==> src/hdl/mtzot_pkg.sv <==
// Constants, register map and mode codes of the timer/counter unit.
// Assumes an 8-bit special function register bus from the processor core.
package mtzot_pkg;
  localparam int          SFR_AW        = 8;
  localparam int          SFR_DW        = 8;
  localparam int          NPIN          = 6;
  // Pin order inside the synchroniser
  localparam int          PIN_T0        = 0;
  localparam int          PIN_T1        = 1;
  localparam int          PIN_T2        = 2;
  localparam int          PIN_INT0      = 3;
  localparam int          PIN_INT1      = 4;
  localparam int          PIN_LFCLK     = 5;
  // Register offsets
  localparam logic [7:0]  ADDR_TCS      = 8'h88;
  localparam logic [7:0]  ADDR_TIMER01_MODE_CFG     = 8'h89;
  localparam logic [7:0]  ADDR_TL0      = 8'h8A;
  localparam logic [7:0]  ADDR_TL1      = 8'h8B;
  localparam logic [7:0]  ADDR_TH0      = 8'h8C;
  localparam logic [7:0]  ADDR_TH1      = 8'h8D;
  localparam logic [7:0]  ADDR_T2CTRL   = 8'hC8;
  localparam logic [7:0]  ADDR_CRCL     = 8'hCA;
  localparam logic [7:0]  ADDR_CRCH     = 8'hCB;
  localparam logic [7:0]  ADDR_TL2      = 8'hCC;
  localparam logic [7:0]  ADDR_TH2      = 8'hCD;
  // Control/status bit positions
  localparam int          B_TF1         = 7;
  localparam int          B_TR1         = 6;
  localparam int          B_TF0         = 5;
  localparam int          B_TR0         = 4;
  localparam int          B_IE1         = 3;
  localparam int          B_IT1         = 2;
  localparam int          B_IE0         = 1;
  localparam int          B_IT0         = 0;
  // Mode register fields
  localparam int          B_TIMER1_GATING_BIT       = 7;
  localparam int          B_CT1         = 6;
  localparam int          F_TIMER1_OP_SELECT       = 4;
  localparam int          B_GATE0       = 3;
  localparam int          B_CT0         = 2;
  localparam int          F_TIMER0_OP_SELECT       = 0;
  // Timer 2 control fields
  localparam int          B_TIMER2_PRESCALE_SEL        = 7;
  localparam int          F_T2R         = 3;
  localparam int          F_T2I         = 0;
  // Service routine acknowledge order
  localparam int          ACK_TF0       = 0;
  localparam int          ACK_IE0       = 1;
  localparam int          ACK_TF1       = 2;
  localparam int          ACK_IE1       = 3;
  // Reset values
  localparam logic [7:0]  RST_BYTE      = 8'h00;
  localparam logic [15:0] RST_WORD      = 16'h0000;
  // Prescaler: 12 clocks per machine step
  localparam int          PRE_CYC       = 12;
  localparam logic [3:0]  PRE_LAST      = 4'(PRE_CYC - 1);

  typedef enum logic [1:0] {
    MODE_13    = 2'b00,
    MODE_16    = 2'b01,
    MODE_AR8   = 2'b10,
    MODE_SPLIT = 2'b11
  } mtzot_mode_t;

  typedef enum logic [1:0] {
    T2I_STOP  = 2'b00,
    T2I_CLK   = 2'b01,
    T2I_EVENT = 2'b10,
    T2I_GATED = 2'b11
  } mtzot_t2in_t;

  localparam logic [1:0]  T2R_TIMER0_OP_SELECT     = 2'b10;
  localparam logic [1:0]  T2R_TIMER1_OP_SELECT     = 2'b11;
endpackage

==> src/hdl/mtzot_pin_if.sv <==
// Carrier of synchronised pin levels and falling-edge pulses.
// Assumes both ends run on the processor clock.
`timescale 1ns/10ps
interface mtzot_pin_if;
  import mtzot_pkg::*;
  logic [NPIN-1:0] lvl;
  logic [NPIN-1:0] fall;
  modport src (output lvl, output fall);
  modport dst (input  lvl, input  fall);
endinterface

==> src/hdl/mtzot_top.sv <==
// Timers 0, 1 and 2 with their control/status, mode and reload registers.
// Assumes a single-cycle SFR bus from the core and one 100 MHz clock.
`timescale 1ns/10ps
module mtzot_top
  import mtzot_pkg::*;
(
  // Clock and reset
  input  wire logic                         clk_i,
  input  wire logic                         rst_n_i,
  // Special function register bus
  input  wire logic [mtzot_pkg::SFR_AW-1:0] sfr_addr_i,
  input  wire logic                         sfr_wr_i,
  input  wire logic                         sfr_rd_i,
  input  wire logic [mtzot_pkg::SFR_DW-1:0] sfr_wdata_i,
  output logic      [mtzot_pkg::SFR_DW-1:0] sfr_rdata_o,
  // Service routine entry, one bit per flag
  input  wire logic [3:0]                   isr_ack_i,
  // External pins
  input  wire logic                         timer0_count_pin_i,
  input  wire logic                         timer1_count_pin_i,
  input  wire logic                         timer2_count_gate_pin_i,
  input  wire logic                         ext_int0_pin_i,
  input  wire logic                         ext_int1_pin_i,
  input  wire logic                         low_freq_clock_i,
  // Flags towards the interrupt controller
  output logic      [mtzot_pkg::SFR_DW-1:0] timer_ctrl_status_o
);
  import mtzot_pkg::*;

  ////////////////////////////////////////////////////////////////////////////
  // Pin synchronisation

  mtzot_pin_if pin ();

  mtzot_pin_sync u_sync (
    .clk_i   (clk_i),
    .rst_n_i (rst_n_i),
    .pins_i  ({low_freq_clock_i, ext_int1_pin_i, ext_int0_pin_i,
               timer2_count_gate_pin_i, timer1_count_pin_i, timer0_count_pin_i}),
    .pin     (pin)
  );

  ////////////////////////////////////////////////////////////////////////////
  // State

  logic [3:0]  pre_cnt_r,  pre_cnt_nxt;
  logic        half_r,     half_nxt;
  logic [7:0]  tcs_r,      tcs_nxt;
  logic [7:0]  timer01_mode_cfg_r,     timer01_mode_cfg_nxt;
  logic [7:0]  t2ctrl_r,   t2ctrl_nxt;
  logic [15:0] t0_r,       t0_nxt;
  logic [15:0] t1_r,       t1_nxt;
  logic [15:0] t2_r,       t2_nxt;
  logic [15:0] crc_r,      crc_nxt;
  logic        timer2_reload_trigger_r,     timer2_reload_trigger_nxt;
  logic [7:0]  rdata_r,    rdata_nxt;

  ////////////////////////////////////////////////////////////////////////////
  // Decode and control fields

  logic wr_tcs, wr_timer01_mode_cfg, wr_tl0, wr_th0, wr_tl1, wr_th1;
  logic wr_t2c, wr_crcl, wr_crch, wr_tl2, wr_th2;

  assign wr_tcs  = sfr_wr_i && (sfr_addr_i == ADDR_TCS);
  assign wr_timer01_mode_cfg = sfr_wr_i && (sfr_addr_i == ADDR_TIMER01_MODE_CFG);
  assign wr_tl0  = sfr_wr_i && (sfr_addr_i == ADDR_TL0);
  assign wr_th0  = sfr_wr_i && (sfr_addr_i == ADDR_TH0);
  assign wr_tl1  = sfr_wr_i && (sfr_addr_i == ADDR_TL1);
  assign wr_th1  = sfr_wr_i && (sfr_addr_i == ADDR_TH1);
  assign wr_t2c  = sfr_wr_i && (sfr_addr_i == ADDR_T2CTRL);
  assign wr_crcl = sfr_wr_i && (sfr_addr_i == ADDR_CRCL);
  assign wr_crch = sfr_wr_i && (sfr_addr_i == ADDR_CRCH);
  assign wr_tl2  = sfr_wr_i && (sfr_addr_i == ADDR_TL2);
  assign wr_th2  = sfr_wr_i && (sfr_addr_i == ADDR_TH2);

  mtzot_mode_t t0_mode;
  mtzot_mode_t t1_mode;
  mtzot_t2in_t t2_in;
  logic [1:0]  t2_rl;
  logic        tick12, tick24, t2_pre;
  logic        gate_ok0, gate_ok1, t0_tick, t1_tick, t2_tick, timer2_reload_trigger_fall;

  assign t0_mode = mtzot_mode_t'(timer01_mode_cfg_r[F_TIMER0_OP_SELECT +: 2]);
  assign t1_mode = mtzot_mode_t'(timer01_mode_cfg_r[F_TIMER1_OP_SELECT +: 2]);
  assign t2_in   = mtzot_t2in_t'(t2ctrl_r[F_T2I +: 2]);
  assign t2_rl   = t2ctrl_r[F_T2R +: 2];

  assign tick12  = (pre_cnt_r == PRE_LAST);
  assign tick24  = tick12 && half_r;
  assign t2_pre  = t2ctrl_r[B_TIMER2_PRESCALE_SEL] ? tick24 : tick12;

  // Gate lets a timer run only while its interrupt pin is high
  assign gate_ok0 = !timer01_mode_cfg_r[B_GATE0] || pin.lvl[PIN_INT0];
  assign gate_ok1 = !timer01_mode_cfg_r[B_TIMER1_GATING_BIT] || pin.lvl[PIN_INT1];

  assign t0_tick = tcs_r[B_TR0] && gate_ok0 &&
                   (timer01_mode_cfg_r[B_CT0] ? pin.fall[PIN_T0] : tick12);
  assign t1_tick = tcs_r[B_TR1] && gate_ok1 &&
                   (timer01_mode_cfg_r[B_CT1] ? pin.fall[PIN_T1] : tick12);

  always_comb begin
    unique case (t2_in)
      T2I_STOP:  t2_tick = 1'b0;
      T2I_CLK:   t2_tick = t2_pre;
      T2I_EVENT: t2_tick = pin.fall[PIN_T2];
      T2I_GATED: t2_tick = t2_pre && pin.lvl[PIN_T2];
    endcase
  end

  assign timer2_reload_trigger_fall = timer2_reload_trigger_r && pin.fall[PIN_LFCLK];

  ////////////////////////////////////////////////////////////////////////////
  // One count step for modes 0..2: {overflow, high, low}

  function automatic logic [16:0] step_f(input mtzot_mode_t m,
                                         input logic [7:0]  hi,
                                         input logic [7:0]  lo);
    logic [13:0] s13;
    logic [16:0] s16;
    logic [8:0]  s8;
    s13 = {1'b0, hi, lo[4:0]} + 14'h0001;
    s16 = {1'b0, hi, lo} + 17'h0_0001;
    s8  = {1'b0, lo} + 9'h001;
    unique case (m)
      MODE_13:    step_f = {s13[13], s13[12:5], lo[7:5], s13[4:0]};
      MODE_16:    step_f = s16;
      MODE_AR8:   step_f = {s8[8], hi, s8[8] ? hi : s8[7:0]};
      MODE_SPLIT: step_f = {1'b0, hi, lo};
    endcase
  endfunction

  ////////////////////////////////////////////////////////////////////////////
  // Next-state logic

  logic [16:0] st0, st1;
  logic [8:0]  sl0, sh0;
  logic [16:0] s2;
  logic        tf0_set, tf1_set, ie0_set, ie1_set;

  always_comb begin
    pre_cnt_nxt = tick12 ? 4'h0 : 4'(pre_cnt_r + 4'h1);
    half_nxt    = tick12 ? !half_r : half_r;
    timer01_mode_cfg_nxt    = wr_timer01_mode_cfg ? sfr_wdata_i : timer01_mode_cfg_r;
    t2ctrl_nxt  = wr_t2c  ? sfr_wdata_i : t2ctrl_r;
    timer2_reload_trigger_nxt    = pin.fall[PIN_LFCLK] ? !timer2_reload_trigger_r : timer2_reload_trigger_r;
    crc_nxt     = crc_r;
    if (wr_crcl) crc_nxt[7:0]  = sfr_wdata_i;
    if (wr_crch) crc_nxt[15:8] = sfr_wdata_i;

    // Timer 0, including its split form
    tf0_set = 1'b0;
    tf1_set = 1'b0;
    t0_nxt  = t0_r;
    st0     = step_f(t0_mode, t0_r[15:8], t0_r[7:0]);
    sl0     = {1'b0, t0_r[7:0]} + 9'h001;
    sh0     = {1'b0, t0_r[15:8]} + 9'h001;
    if (t0_mode == MODE_SPLIT) begin
      if (t0_tick) begin
        t0_nxt[7:0] = sl0[7:0];
        tf0_set     = sl0[8];
      end
      if (tcs_r[B_TR1] && tick12) begin
        t0_nxt[15:8] = sh0[7:0];
        tf1_set      = sh0[8];
      end
    end else if (t0_tick) begin
      t0_nxt  = st0[15:0];
      tf0_set = st0[16];
    end
    if (wr_tl0) t0_nxt[7:0]  = sfr_wdata_i;
    if (wr_th0) t0_nxt[15:8] = sfr_wdata_i;

    // Timer 1; in mode 3 it holds, and with Timer 0 split it raises no flag
    t1_nxt = t1_r;
    st1    = step_f(t1_mode, t1_r[15:8], t1_r[7:0]);
    if (t1_mode != MODE_SPLIT && t1_tick) begin
      t1_nxt = st1[15:0];
      if (t0_mode != MODE_SPLIT) begin
        tf1_set = st1[16];
      end
    end
    if (wr_tl1) t1_nxt[7:0]  = sfr_wdata_i;
    if (wr_th1) t1_nxt[15:8] = sfr_wdata_i;

    // Timer 2: write beats reload, reload beats plain increment
    t2_nxt = t2_r;
    s2     = {1'b0, t2_r} + 17'h0_0001;
    if (t2_tick) begin
      t2_nxt = (s2[16] && t2_rl == T2R_TIMER0_OP_SELECT) ? crc_r : s2[15:0];
    end
    if (t2_rl == T2R_TIMER1_OP_SELECT && timer2_reload_trigger_fall) begin
      t2_nxt = crc_r;
    end
    if (wr_tl2) t2_nxt[7:0]  = sfr_wdata_i;
    if (wr_th2) t2_nxt[15:8] = sfr_wdata_i;

    // External interrupt detection
    ie0_set = tcs_r[B_IT0] ? pin.fall[PIN_INT0] : !pin.lvl[PIN_INT0];
    ie1_set = tcs_r[B_IT1] ? pin.fall[PIN_INT1] : !pin.lvl[PIN_INT1];

    // Control/status: write, then service clears, then hardware sets win
    tcs_nxt = wr_tcs ? sfr_wdata_i : tcs_r;
    if (isr_ack_i[ACK_TF0]) tcs_nxt[B_TF0] = 1'b0;
    if (isr_ack_i[ACK_IE0]) tcs_nxt[B_IE0] = 1'b0;
    if (isr_ack_i[ACK_TF1]) tcs_nxt[B_TF1] = 1'b0;
    if (isr_ack_i[ACK_IE1]) tcs_nxt[B_IE1] = 1'b0;
    if (tf0_set) tcs_nxt[B_TF0] = 1'b1;
    if (tf1_set) tcs_nxt[B_TF1] = 1'b1;
    if (ie0_set) tcs_nxt[B_IE0] = 1'b1;
    if (ie1_set) tcs_nxt[B_IE1] = 1'b1;

    // Read data; reads have no side effect on any timer
    rdata_nxt = rdata_r;
    if (sfr_rd_i) begin
      unique case (sfr_addr_i)
        ADDR_TCS:    rdata_nxt = tcs_r;
        ADDR_TIMER01_MODE_CFG:   rdata_nxt = timer01_mode_cfg_r;
        ADDR_TL0:    rdata_nxt = t0_r[7:0];
        ADDR_TH0:    rdata_nxt = t0_r[15:8];
        ADDR_TL1:    rdata_nxt = t1_r[7:0];
        ADDR_TH1:    rdata_nxt = t1_r[15:8];
        ADDR_T2CTRL: rdata_nxt = t2ctrl_r;
        ADDR_CRCL:   rdata_nxt = crc_r[7:0];
        ADDR_CRCH:   rdata_nxt = crc_r[15:8];
        ADDR_TL2:    rdata_nxt = t2_r[7:0];
        ADDR_TH2:    rdata_nxt = t2_r[15:8];
        default:     rdata_nxt = RST_BYTE;
      endcase
    end
  end

  ////////////////////////////////////////////////////////////////////////////
  // Registers

  always_ff @(posedge clk_i) begin
    if (!rst_n_i) begin
      pre_cnt_r <= 4'h0;
      half_r    <= 1'b0;
      tcs_r     <= RST_BYTE;
      timer01_mode_cfg_r    <= RST_BYTE;
      t2ctrl_r  <= RST_BYTE;
      t0_r      <= RST_WORD;
      t1_r      <= RST_WORD;
      t2_r      <= RST_WORD;
      crc_r     <= RST_WORD;
      timer2_reload_trigger_r    <= 1'b0;
      rdata_r   <= RST_BYTE;
    end else begin
      pre_cnt_r <= pre_cnt_nxt;
      half_r    <= half_nxt;
      tcs_r     <= tcs_nxt;
      timer01_mode_cfg_r    <= timer01_mode_cfg_nxt;
      t2ctrl_r  <= t2ctrl_nxt;
      t0_r      <= t0_nxt;
      t1_r      <= t1_nxt;
      t2_r      <= t2_nxt;
      crc_r     <= crc_nxt;
      timer2_reload_trigger_r    <= timer2_reload_trigger_nxt;
      rdata_r   <= rdata_nxt;
    end
  end

  assign sfr_rdata_o         = rdata_r;
  assign timer_ctrl_status_o = tcs_r;

  ////////////////////////////////////////////////////////////////////////////
  // Checks

  prescale_period_a: assert property (@(posedge clk_i) disable iff (!rst_n_i)
    (pre_cnt_r == 4'h0) |-> !tick12 [*8] ##4 tick12)
    else $error("machine step not every 12 clocks");

  pin_count_a: assert property (@(posedge clk_i) disable iff (!rst_n_i)
    (t0_mode == MODE_16 && timer01_mode_cfg_r[B_CT0] && !timer01_mode_cfg_r[B_GATE0] && tcs_r[B_TR0]
     && pin.fall[PIN_T0] && !wr_tl0 && !wr_th0)
    |=> t0_r == 16'($past(t0_r) + 16'h0001))
    else $error("timer 0 missed a pin edge");

  timer0_op_select_upper_a: assert property (@(posedge clk_i) disable iff (!rst_n_i)
    (t0_mode == MODE_13 && !wr_tl0) |=> t0_r[7:5] == $past(t0_r[7:5]))
    else $error("mode 0 changed low byte upper bits");

  reload8_a: assert property (@(posedge clk_i) disable iff (!rst_n_i)
    (t0_mode == MODE_AR8 && t0_tick && t0_r[7:0] == 8'hFF && !wr_tl0 && !wr_th0)
    |=> t0_r[7:0] == t0_r[15:8] && tcs_r[B_TF0])
    else $error("auto-reload failed");

  t1_hold_a: assert property (@(posedge clk_i) disable iff (!rst_n_i)
    (t1_mode == MODE_SPLIT && !wr_tl1 && !wr_th1) |=> $stable(t1_r))
    else $error("timer 1 moved in mode 3");

  run_stop_a: assert property (@(posedge clk_i) disable iff (!rst_n_i)
    (!tcs_r[B_TR0] && t0_mode != MODE_SPLIT && !wr_tl0 && !wr_th0)
    |=> $stable(t0_r))
    else $error("timer 0 moved while stopped");

  t2_gate_a: assert property (@(posedge clk_i) disable iff (!rst_n_i)
    (t2_in == T2I_GATED && !pin.lvl[PIN_T2] && t2_rl != T2R_TIMER1_OP_SELECT
     && !wr_tl2 && !wr_th2) |=> $stable(t2_r))
    else $error("gated timer 2 moved with gate low");

  t2_reload_a: assert property (@(posedge clk_i) disable iff (!rst_n_i)
    (t2_tick && t2_r == 16'hFFFF && t2_rl == T2R_TIMER0_OP_SELECT && !wr_tl2 && !wr_th2)
    |=> t2_r == $past(crc_r))
    else $error("timer 2 overflow reload failed");

  flag_set_a: assert property (@(posedge clk_i) disable iff (!rst_n_i)
    tf0_set |=> tcs_r[B_TF0])
    else $error("overflow flag lost against clear");
endmodule

==> src/hdl/mtzot_pin_sync.sv <==
// Two-flop synchronisers and falling-edge detectors for the external pins.
// Assumes pins are asynchronous to clk_i and idle high.
`timescale 1ns/10ps
module mtzot_pin_sync
  import mtzot_pkg::*;
(
  // Clock and reset
  input  wire logic                      clk_i,
  input  wire logic                      rst_n_i,
  // Raw pins
  input  wire logic [mtzot_pkg::NPIN-1:0] pins_i,
  // Synchronised view
  mtzot_pin_if.src                       pin
);
  logic [NPIN-1:0] s1_r;
  logic [NPIN-1:0] s2_r;
  logic [NPIN-1:0] s3_r;
  logic [NPIN-1:0] fall_r;

  genvar g;
  generate
    for (g = 0; g < NPIN; g++) begin : g_pin
      always_ff @(posedge clk_i) begin
        if (!rst_n_i) begin
          s1_r[g]   <= 1'b1;
          s2_r[g]   <= 1'b1;
          s3_r[g]   <= 1'b1;
          fall_r[g] <= 1'b0;
        end else begin
          s1_r[g]   <= pins_i[g];
          s2_r[g]   <= s1_r[g];
          s3_r[g]   <= s2_r[g];
          fall_r[g] <= s3_r[g] & ~s2_r[g];
        end
      end
    end
  endgenerate

  assign pin.lvl  = s2_r;
  assign pin.fall = fall_r;
endmodule

==> config.mk <==
export PLATFORM = sky130hd
export DESIGN_NAME = mtzot_top
export DESIGN_NICKNAME = d
export VERILOG_FILES = /design/src/hdl/mtzot_pkg.sv /design/src/hdl/mtzot_pin_if.sv /design/src/hdl/mtzot_top.sv /design/src/hdl/mtzot_pin_sync.sv
export SDC_FILE = /design/constraint.sdc
export NUM_CORES = 1
export LEC_CHECK = 0
export ABC_AREA = 1
export BUFFER_PORTS_ARGS = -buffer_cell sky130_fd_sc_hd__buf_2
export CAP_MARGIN = 20
export CORE_MARGIN = 8
export CORE_UTILIZATION = 55
export CTS_CLUSTER_DIAMETER = 30
export DETAILED_ROUTE_END_ITERATION = 7
export GPL_TIMING_DRIVEN = 0
export PLACE_DENSITY = 0.73
export SLEW_MARGIN = 5
export SYNTH_ARGS = -nofsm -noshare
export SYNTH_HDL_FRONTEND = slang
export SYNTH_SLANG_ARGS = --single-unit
export TNS_END_PERCENT = 20
==> constraint.sdc <==
create_clock -name clk_i -period 5.51 [get_ports clk_i]
set_clock_uncertainty 0.1 [all_clocks]
set_input_delay 0.2755 -clock clk_i [delete_from_list [all_inputs] [get_ports clk_i]]
set_output_delay 0.2755 -clock clk_i [all_outputs]
set_load 0.01 [all_outputs]
==> Yosys cells after proc, flatten, opt, wreduce, memory -nomap -nowiden <==
Index checks and enable logic that the tools add are counted.
{ "op_classes": {"bitwise": 13, "eq_ne": 32, "reduce_logical": 49, "addsub": 9, "mux": 41} }
{ "ops": {"columns": ["cell", "n"], "rows": [
  ["$mux 16", 6],
  ["$eq 8x8->1 const B", 11],
  ["$mux 8", 11],
  ["$pmux 8 s11", 1],
  ["$pmux 17 s4", 1],
  ["$add 16x1->17 const B", 3],
  ["$pmux 17 s3", 1],
  ["$add 13x1->14 const B", 2],
  ["$add 8x1->9 const B", 3],
  ["$logic_and 1x1->1", 22],
  ["$reduce_bool 3->1", 7],
  ["$mux 1", 20],
  ["$eq 2x2->1 const B", 8],
  ["$ne 2x2->1 const B", 6],
  ["$reduce_and 3->1", 3],
  ["$not 1->1", 7],
  ["$and 1x1->1", 6],
  ["$eq 2x1->1 const B", 3],
  ["$logic_not 1->1", 6],
  ["$logic_not 2->1", 3],
  ["$ne 3x3->1 const B", 2],
  ["$reduce_bool 2->1", 3],
  ["$add 4x1->4 const B", 1],
  ["$eq 4x4->1 const B", 1],
  ["other kinds (5)", 7]
]} }
{ "totals": {"output_inout_bits": 16, "regBits": 126, "input_bits": 30} }

==> Logic depth before layout (Yosys ltp) <==
Gate-level depths: netlist of run 1.
{ "logic_depth": {"word_depth": 8, "ltp_mapped": 12, "depth_no_buf": 12} }

==> By module <==
Synthesis of run 1 repeated with hierarchy kept, for this count alone.
{ "hier_totals": {"hier_cells": 1325, "hier_area_um2": 8040.2} }
{ "by_module_without_submodules": {"columns": ["mod", "seq_area_each_um2", "cells_each", "instances", "area_each_um2"], "rows": [
  ["mtzot_top", 2042.0, 1251, 1, 7357.1],
  ["mtzot_pin_sync", 480.5, 74, 1, 683.2]
]} }

==> Worst setup path before layout of run 1 <==
Ideal clock, no wire load.
{ "synth_path": {"path_kind": "register to register", "start": "register timer01_mode_cfg_r[0]", "end": "register t0_r[1]", "required_time_ns": 5.336, "arrival_ns": 1.654, "synth_period_minus_slack_ns": 1.828, "path_stages_with_launch": 12, "slack_ns": 3.682, "path_cell_list": "dfxtp_1 -> inv_1 -> ha_1 -> clkbuf_1 -> nand2_1 -> inv_1 -> nand2_1 -> nor2_1 -> inv_1 -> o21bai_1 -> nand3_1 -> a31oi_1"} }
{ "synth_via": {"elab_chain_len": 5, "elab_cells_between_ends": 8, "classes_between": "eq/ne (3); mux (4); reduce/logical (1)"} }
{ "synth_rtl": {"columns": ["item", "line_no", "text"], "rows": [
  ["from (decl)", "mtzot_top.sv:49", "logic [7:0] timer01_mode_cfg_r, timer01_mode_cfg_nxt;"],
  ["from (signal assigned)", "mtzot_top.sv:252", "timer01_mode_cfg_r <= timer01_mode_cfg_nxt;"],
  ["$eq 2x2->1 (tied with other cells)", "mtzot_top.sv:124", "unique case (m)"],
  ["$pmux 17 s3", "mtzot_top.sv:124", null],
  ["$mux 16", "mtzot_top.sv:166", "end else if (t0_tick) begin"],
  ["$mux 16 *", "mtzot_top.sv:157", "if (t0_mode == MODE_SPLIT) begin"],
  ["$mux 8 *", "mtzot_top.sv:170", "if (wr_tl0) t0_nxt[7:0] = sfr_wdata_i;"],
  ["to (signal assigned)", "mtzot_top.sv:254", "t0_r <= t0_nxt;"],
  ["to (decl)", "mtzot_top.sv:51", "logic [15:0] t0_r, t0_nxt;"]
]} }
Mark *: on every way between the ends. The rest lies on a longest branch, timed or not. The select of a mux whose other input is x is not followed.
A chain may end at the register's enable or synchronous reset.

==> Final worst setup path of run 1 <==
{ "layout_path": {"start": "register timer01_mode_cfg_r[1]", "end": "register t0_r[1]"} }
The elaborated chain is that of the path after synthesis.

==> flow_summary.ini, run 1 <==
[clock_tree]
clk_pin_slew_ns = 0.06
clk_latency_ns = 0.44
cts_setup_buffers = 0
cts_inserted_buffers = 17
cts_tree = built
cts_root_buffer = clkbuf_16
h-tree-depth = 4
clockBufferDepth = 2
numClockSinks = 126

[worst_setup_path]
critPathLaunchType = register
reg2regPathDepth = 11
rr_endpoint = t0_r[1]
worstPathCellList = inv_1, ha_1, clkbuf_1, nand2_1, inv_1, nand2_1, nor2_1, inv_1, o21bai_1, nand3_1, a31oi_1
cp_common_cell = inv_1
path_buf_inv = 4
crit_family = buffers and inverters
r2r-start = timer01_mode_cfg_r[1]
cpPeakStageDelay_ns = 0.36
worstSetupEndpoint = t0_r[1]
path_depth = 11
cp-end-kind = register
worst_ep_required_time_ns = 5.76
worstPathArrival_ns = 2.50
rrSetupSlack_ns = 3.25
critPathMaxFanout = 8
crit_slowest_cell = dfxtp_1
startpoint = timer01_mode_cfg_r[1]
crit_type = register to register

[yosys]
synth_top_area_share_pct = 31.5
netlist_area_sq_um = 8010
ys_ff_latch = 126
yosys.area.top_type = dfxtp_1
synth_ff_type = dfxtp_1
yosysWarnings = 0
netlist_instances = 1264
synth_edf_count = 0
synth_area_leaders = dfxtp_1, nand2_1, nand3_1
synth.most_common_cell = nand2_1
synth_cell_type_count = 47
ys_seq_area_share_pct = 31.5
async_flop_share_pct = 0
synth_fp_nets = 1303
synth_top_cells_by_count = nand2_1, nand3_1, inv_1
postSynthAreaPerCell_sq_um = 6.34

[timing]
slew_viol_final = 0
setup_viol = 0
slew_headroom_pct = 36.5
fmax_mhz = 443
worst_pin_slew_ns = 0.952
setup-tns-final_ns = 0
finalHoldViolCount = 0
min_period_ns = 2.26
finalCritPeriodShare_pct = 40.9
grt_setup_unrepaired = false

[floorplan]
io_pins = 46
initial_core_util_pct = 55.7
die-area_sq_um = 18700
rows = 44
fp.coreArea_sq_um = 14400
fp.dieH_um = 137
fp.dieW_um = 137

[grt]
grt_pass1_vias = 8068
antenna_found_initial = 0
grt_overflow_total = 0
grt_max_degree = 17
grt_pass1_wl_mm = 44.2
grt.total_usage_pct = 30.8

[placed_design]
io_buffers = 40
place.gp.congestion = 1.03
dp_hpwl_mm = 21.3

[route]
wl_mm = 28.5
drc_errors = 0
drtIter0Drc = 1172
highest_layer = met4
post_drt_wl_per_cell_um = 18.7
wl_met1_mm = 12.3
vias_per_cell = 5.92
routed-via-count = 9039
ant_nets = 0
detail_route.first_pass.iterations = 6
wl_met3_mm = 3.28
wl_met2_mm = 11.7

[pwr]
p_leak_uw = 0.00385
ir_worst_vdd_mv = 0.284
p_total_uw = 2220
powerDensity_nw_per_um2 = 243

[run_status]
status = finished, final reports clean

[layout]
n_antenna_cell = 0
area_growth_pct = 13.7
fin_util_pct = 63.4
nNetsFinal = 1368
layout-drive-gt1-share_pct = 11.5

[run]
max_cap_viol_count = 0

[worst_hold_path]
hold_path.class = input port to register
-- cell type report --
cell class / count / area [sq um]
inverters: 159 / 602
clock inverters: 14 / 170
flip-flops and latches: 126 / 2520
clock buffers: 18 / 439
repair buffers: 46 / 260
well taps: 184 / 230
fillers: 1416 / 5260
multi-input cells: 929 / 4620
plain buffers: 50 / 262
-- cell usage in the layout, fill, tap and decap left out, types with 23 or more instances in the layout --
cell type	count
a21oi_1	128
buf_2	55
clkbuf_1	23
dfxtp_1	126
inv_1	155
nand2_1	231
nand3_1	173
nor2_1	131
o21ai_0	111
-- worst min-delay path by stage --
stage,from,endpoint,cells past startpoint
finish,isr_ack_i[1],timer_ctrl_status_o[1],4
global route,isr_ack_i[0],timer_ctrl_status_o[5],4
CTS,isr_ack_i[1],timer_ctrl_status_o[1],4
detailed placement,u_sync.s1_r[2],u_sync.pin.lvl[2],1
global placement,u_sync.s1_r[2],u_sync.pin.lvl[2],1
floorplan,timer0_count_pin_i,u_sync.s1_r[0],1
-- metal layers --
| layer | vias up | GRT usage [%] |
|---|---|---|
| li1 | 4331 | - |
| met4 | 0 | 15.4 |
| met1 | 4068 | 42.1 |
| met3 | 89 | 7.64 |
| met2 | 551 | 44.0 |
| met5 | - | 0 |
-- kinds of logic after synthesis --
kind of cell    Yosys count  share of synthesized area, %
buf+inv                 209                          10.8
compound gates          279                          18.4
fa+ha+maj                 9                          1.41
xor+xnor                 17                          1.86
simple gates            624                          36.1
flops                   126                          31.5
-- registers in the layout (all words and copies together) (netlist names) --
signal / flops
crc_r: 16
t2_r: 16
timer_ctrl_status_o: 8
half_r: 1
u_sync.s1_r: 6
timer01_mode_cfg_r: 8
pre_cnt_r: 4
sfr_rdata_o: 8
u_sync.s3_r: 6
t1_r: 16
t2ctrl_r: 8
timer2_reload_trigger_r: 1
u_sync.pin.fall: 6
u_sync.pin.lvl: 6
t0_r: 16
-- what timing repair did --
item | in CTS | in global routing
hold buffers | 6 | 0
gates resized for setup | 0 | 0
hold endpoints to repair | 6 | 0
-- worst reg2reg max path, cell delays in order, from the launching register on --
cell and delay [ns]:
dfxtp_1 0.36, inv_1 0.11, ha_1 0.30, clkbuf_1 0.32, nand2_1 0.13, inv_1 0.09, nand2_1 0.09, nor2_1 0.19
inv_1 0.12, o21bai_1 0.13, nand3_1 0.08, a31oi_1 0.15
-- where the power goes --
group,switching [uW],total (uW),internal [uW]
clock network,482,1180,696
logic,80.7,111,30.3
registers,5.16,926,921
total,568,2220,1650
-- stage by stage --
| step | cell area [sq um] | worst slack [ns] | hold slack (ns) | std cells |
|---|---|---|---|---|
| 3_5_place_dp | 8440 | 3.31 | 0.293 | 1488 |
| 5_1_grt | 9110 | 3.03 | 0.0391 | 1526 |
| 6_report | 9110 | 3.25 | 0.0101 | 1526 |
| 4_1_cts | 9110 | 3.29 | 0.00858 | 1526 |
| 3_3_place_gp | 8440 | 3.33 | 0.291 | 1488 |
| 2_1_floorplan | 8010 | 3.68 | 0.282 | 1264 |
(Power assumes the default switching activity.)
==> run 2: changes to the inputs <==
Settings changed: ABC_AREA 1 to 0.
Clock period 5.51 ns to 2.25 ns, I/O delays scaled along.
==> run 2 against run 1 <==
Effect of this change:
- synthesized cell count fell by 23%
- sequential power up 150%
- die area shrank 2.9%
- largest power group unchanged
- non-clock buffer count rose by 33
- clock-buffer cell count is 2 higher
- core utilization is 2.7 points higher
- global-route usage grew 1.8 points
- largest cell class unchanged
- combinational power grew to 3.0 times the previous value
- cell area rose by 0.26%
- register-to-register slack worse by 3.2 ns
- worst hold slack got worse by 0.0041 ns
- critical path depth shrank 6
==> flow_summary.ini, run 2 <==
[layout]
layout-drive-gt1-share_pct = 16.1
fillers = 1218
regArea_sq_um = 2530
layoutNonFillerInstCount = 1239
multiInputGateArea_sq_um = 4840
nNetsFinal = 1085
n_antenna_cell = 0
final_cell_mix = dfxtp_1, nand2_1, a21oi_1, nand3_1, nor2_1
design_area_sq_um = 9130
final_common_cell = dfxtp_1
area_growth_pct = 17.9

[worst_setup_path]
rr_endpoint = t0_r[0]
crit_slowest_cell = buf_1
critPathMaxFanout = 10
cp-end-kind = register
cp_common_cell = clkbuf_1
rrSetupSlack_ns = 0.06
reg2regPathDepth = 8
worst_ep_required_time_ns = 2.43
cpPeakStageDelay_ns = 0.73
r2r-start = t0_r[1]
crit_type = input port to register
critPathLaunchType = input port
worstPathArrival_ns = 2.38
worstPathCellList = clkbuf_1, inv_1, clkbuf_1, buf_1, nor2_1

[yosys]
synth_top_area_share_pct = 32.6
synth.most_common_cell = dfxtp_1
async_flop_share_pct = 0
synth_edf_count = 0
ys_ff_latch = 126
synth_fp_nets = 1007
synth_ff_type = dfxtp_1
synth_top_cells_by_count = dfxtp_1, nand2_1, a21oi_1
yosys.area.top_type = dfxtp_1
synth_cell_type_count = 94
netlist_instances = 968
netlist_area_sq_um = 7740
synth_area_leaders = dfxtp_1, nand2_1, a21oi_1
yosysWarnings = 0
postSynthAreaPerCell_sq_um = 8.00
ys_seq_area_share_pct = 32.6

[route]
ant_nets = 0
post_drt_wl_per_cell_um = 23.9
wl_mm = 29.6
drtIter0Drc = 1123
highest_layer = met4
vias_per_cell = 6.64
wl_met2_mm = 12.4
wl_met3_mm = 3.62
wl_met1_mm = 12.1
routed-via-count = 8223
drc_errors = 0
detail_route.first_pass.iterations = 6

[clock_tree]
clockBufferDepth = 2
clk_pin_slew_ns = 0.06
clk_latency_ns = 0.43
numClockSinks = 126
cts_tree = built
cts_inserted_buffers = 17
h-tree-depth = 4
cts_root_buffer = clkbuf_16

[pwr]
ir_worst_vdd_mv = 0.617
p_leak_uw = 0.00326
powerDensity_nw_per_um2 = 633
p_total_uw = 5780

[timing]
min_period_ns = 2.20
fmax_mhz = 455
slew_headroom_pct = 18.6
setup_viol = 0
slew_viol_final = 0
grt_setup_unrepaired = true
worst_pin_slew_ns = 1.22
finalCritPeriodShare_pct = 97.7
finalHoldViolCount = 0
worst_hold_slack_ns = 0.00603

[worst_hold_path]
min_path_cells = 4
hold-path-endpoint = sfr_rdata_o[0]
hold_path.class = input port to register
hold_start = sfr_rd_i

[floorplan]
initial_core_util_pct = 56.0
fp.dieH_um = 135
die-area_sq_um = 18100
fp.coreArea_sq_um = 13800
io_pins = 46
rows = 43
fp.dieW_um = 135

[placed_design]
dp_hpwl_mm = 21.1
place_area_sq_um = 8160
placed_cells = 1187
io_buffers = 39
place.gp.congestion = 1.02

[run_status]
status = finished, final reports clean

[grt]
grt_pass1_vias = 7611
grt_pass1_wl_mm = 45.2
grt_overflow_total = 0
grt_max_degree = 17
antenna_found_initial = 0
grt.total_usage_pct = 32.6

[run]
max_cap_viol_count = 0
-- run 2: cell count changes after synthesis, moves of 32 or more --
cell and delta:
nand3_1 -108, o21ai_0 -51, mux2i_1 +33, nor2_1 -67, a21oi_1 -47, inv_1 -131
nand2b_1 +32, nand2_1 -118
-- run 2: metal layers --
layer | GRT usage, % | vias to the layer above
li1 | - | 3725
met5 | 0 | -
met4 | 17.2 | 0
met2 | 46.9 | 542
met3 | 10.1 | 100
met1 | 42.6 | 3856
-- run 2: how the worst max path moves through the flow --
stage | from | endpoint | slack (ns) | cells after the start
3_5_place_dp | timer01_mode_cfg_r[1] | t0_r[6] | -0.36 | 7
5_1_grt | timer01_mode_cfg_r[1] | t0_r[7] | -0.01 | 9
3_3_place_gp | timer01_mode_cfg_r[1] | t0_r[6] | -0.33 | 7
4_1_cts | timer01_mode_cfg_r[1] | t0_r[6] | 0.02 | 7
6_report | rst_n_i | pre_cnt_r[2] | 0.05 | 5
2_1_floorplan | t0_r[0] | t0_r[0] | 0.20 | 8
-- run 2: metrics by stage --
stage               setup slack, ns  util [%]  setup TNS, ns
CTS                          0.0190      65.2              0
global placement             -0.332      59.0          -6.52
floorplan                     0.204         -              0
global route               -0.00979      66.0        -0.0225
finish                       0.0509      66.0              0
detailed placement           -0.356      59.0          -6.24
-- run 2: cells by family (layout without fill, tap and decap cells) --
group	count (synthesis)	after routing	synth area share (%)
and+or+nand+nor	384	384	25.7
AOI/OAI and AO/OA	290	290	26.1
DFF	126	126	32.6
buffers and inverters	94	185	5.99
muxes	38	38	5.14
xor gates and xnor gates	27	27	3.05
adders and majority gates	9	9	1.45
-- run 2: power by group --
| group | leakage [uW] | switching (uW) | internal (uW) |
|---|---|---|---|
| clock network | 0.000315 | 1120 | 2060 |
| logic | 0.00192 | 233 | 102 |
| registers | 0.00102 | 15.4 | 2250 |
| total | 0.00326 | 1360 | 4420 |
-- run 2: cell type report --
type,count,share of cell area [%]
multi-input combinational,748,53.0
buffer,69,4.21
sequential,126,27.8
clock buffer,20,5.11
inverter,24,1.03
tap,180,2.47
clock inverter,12,2.26
timing repair buffer,60,4.22
-- run 2: what timing repair did --
action,in CTS,in global routing
endpoints found under the setup margin,26,34
setup buffers,0,8
hold buffers,13,0
hold endpoints to repair,17,0
pin swaps,1,5
gates resized for setup,15,19
cloned,0,0
-- run 2: critical path: cells and delay by family --
family        cells  cell delay (ns)
simple gates      1             0.11
buf+inv           4             2.15
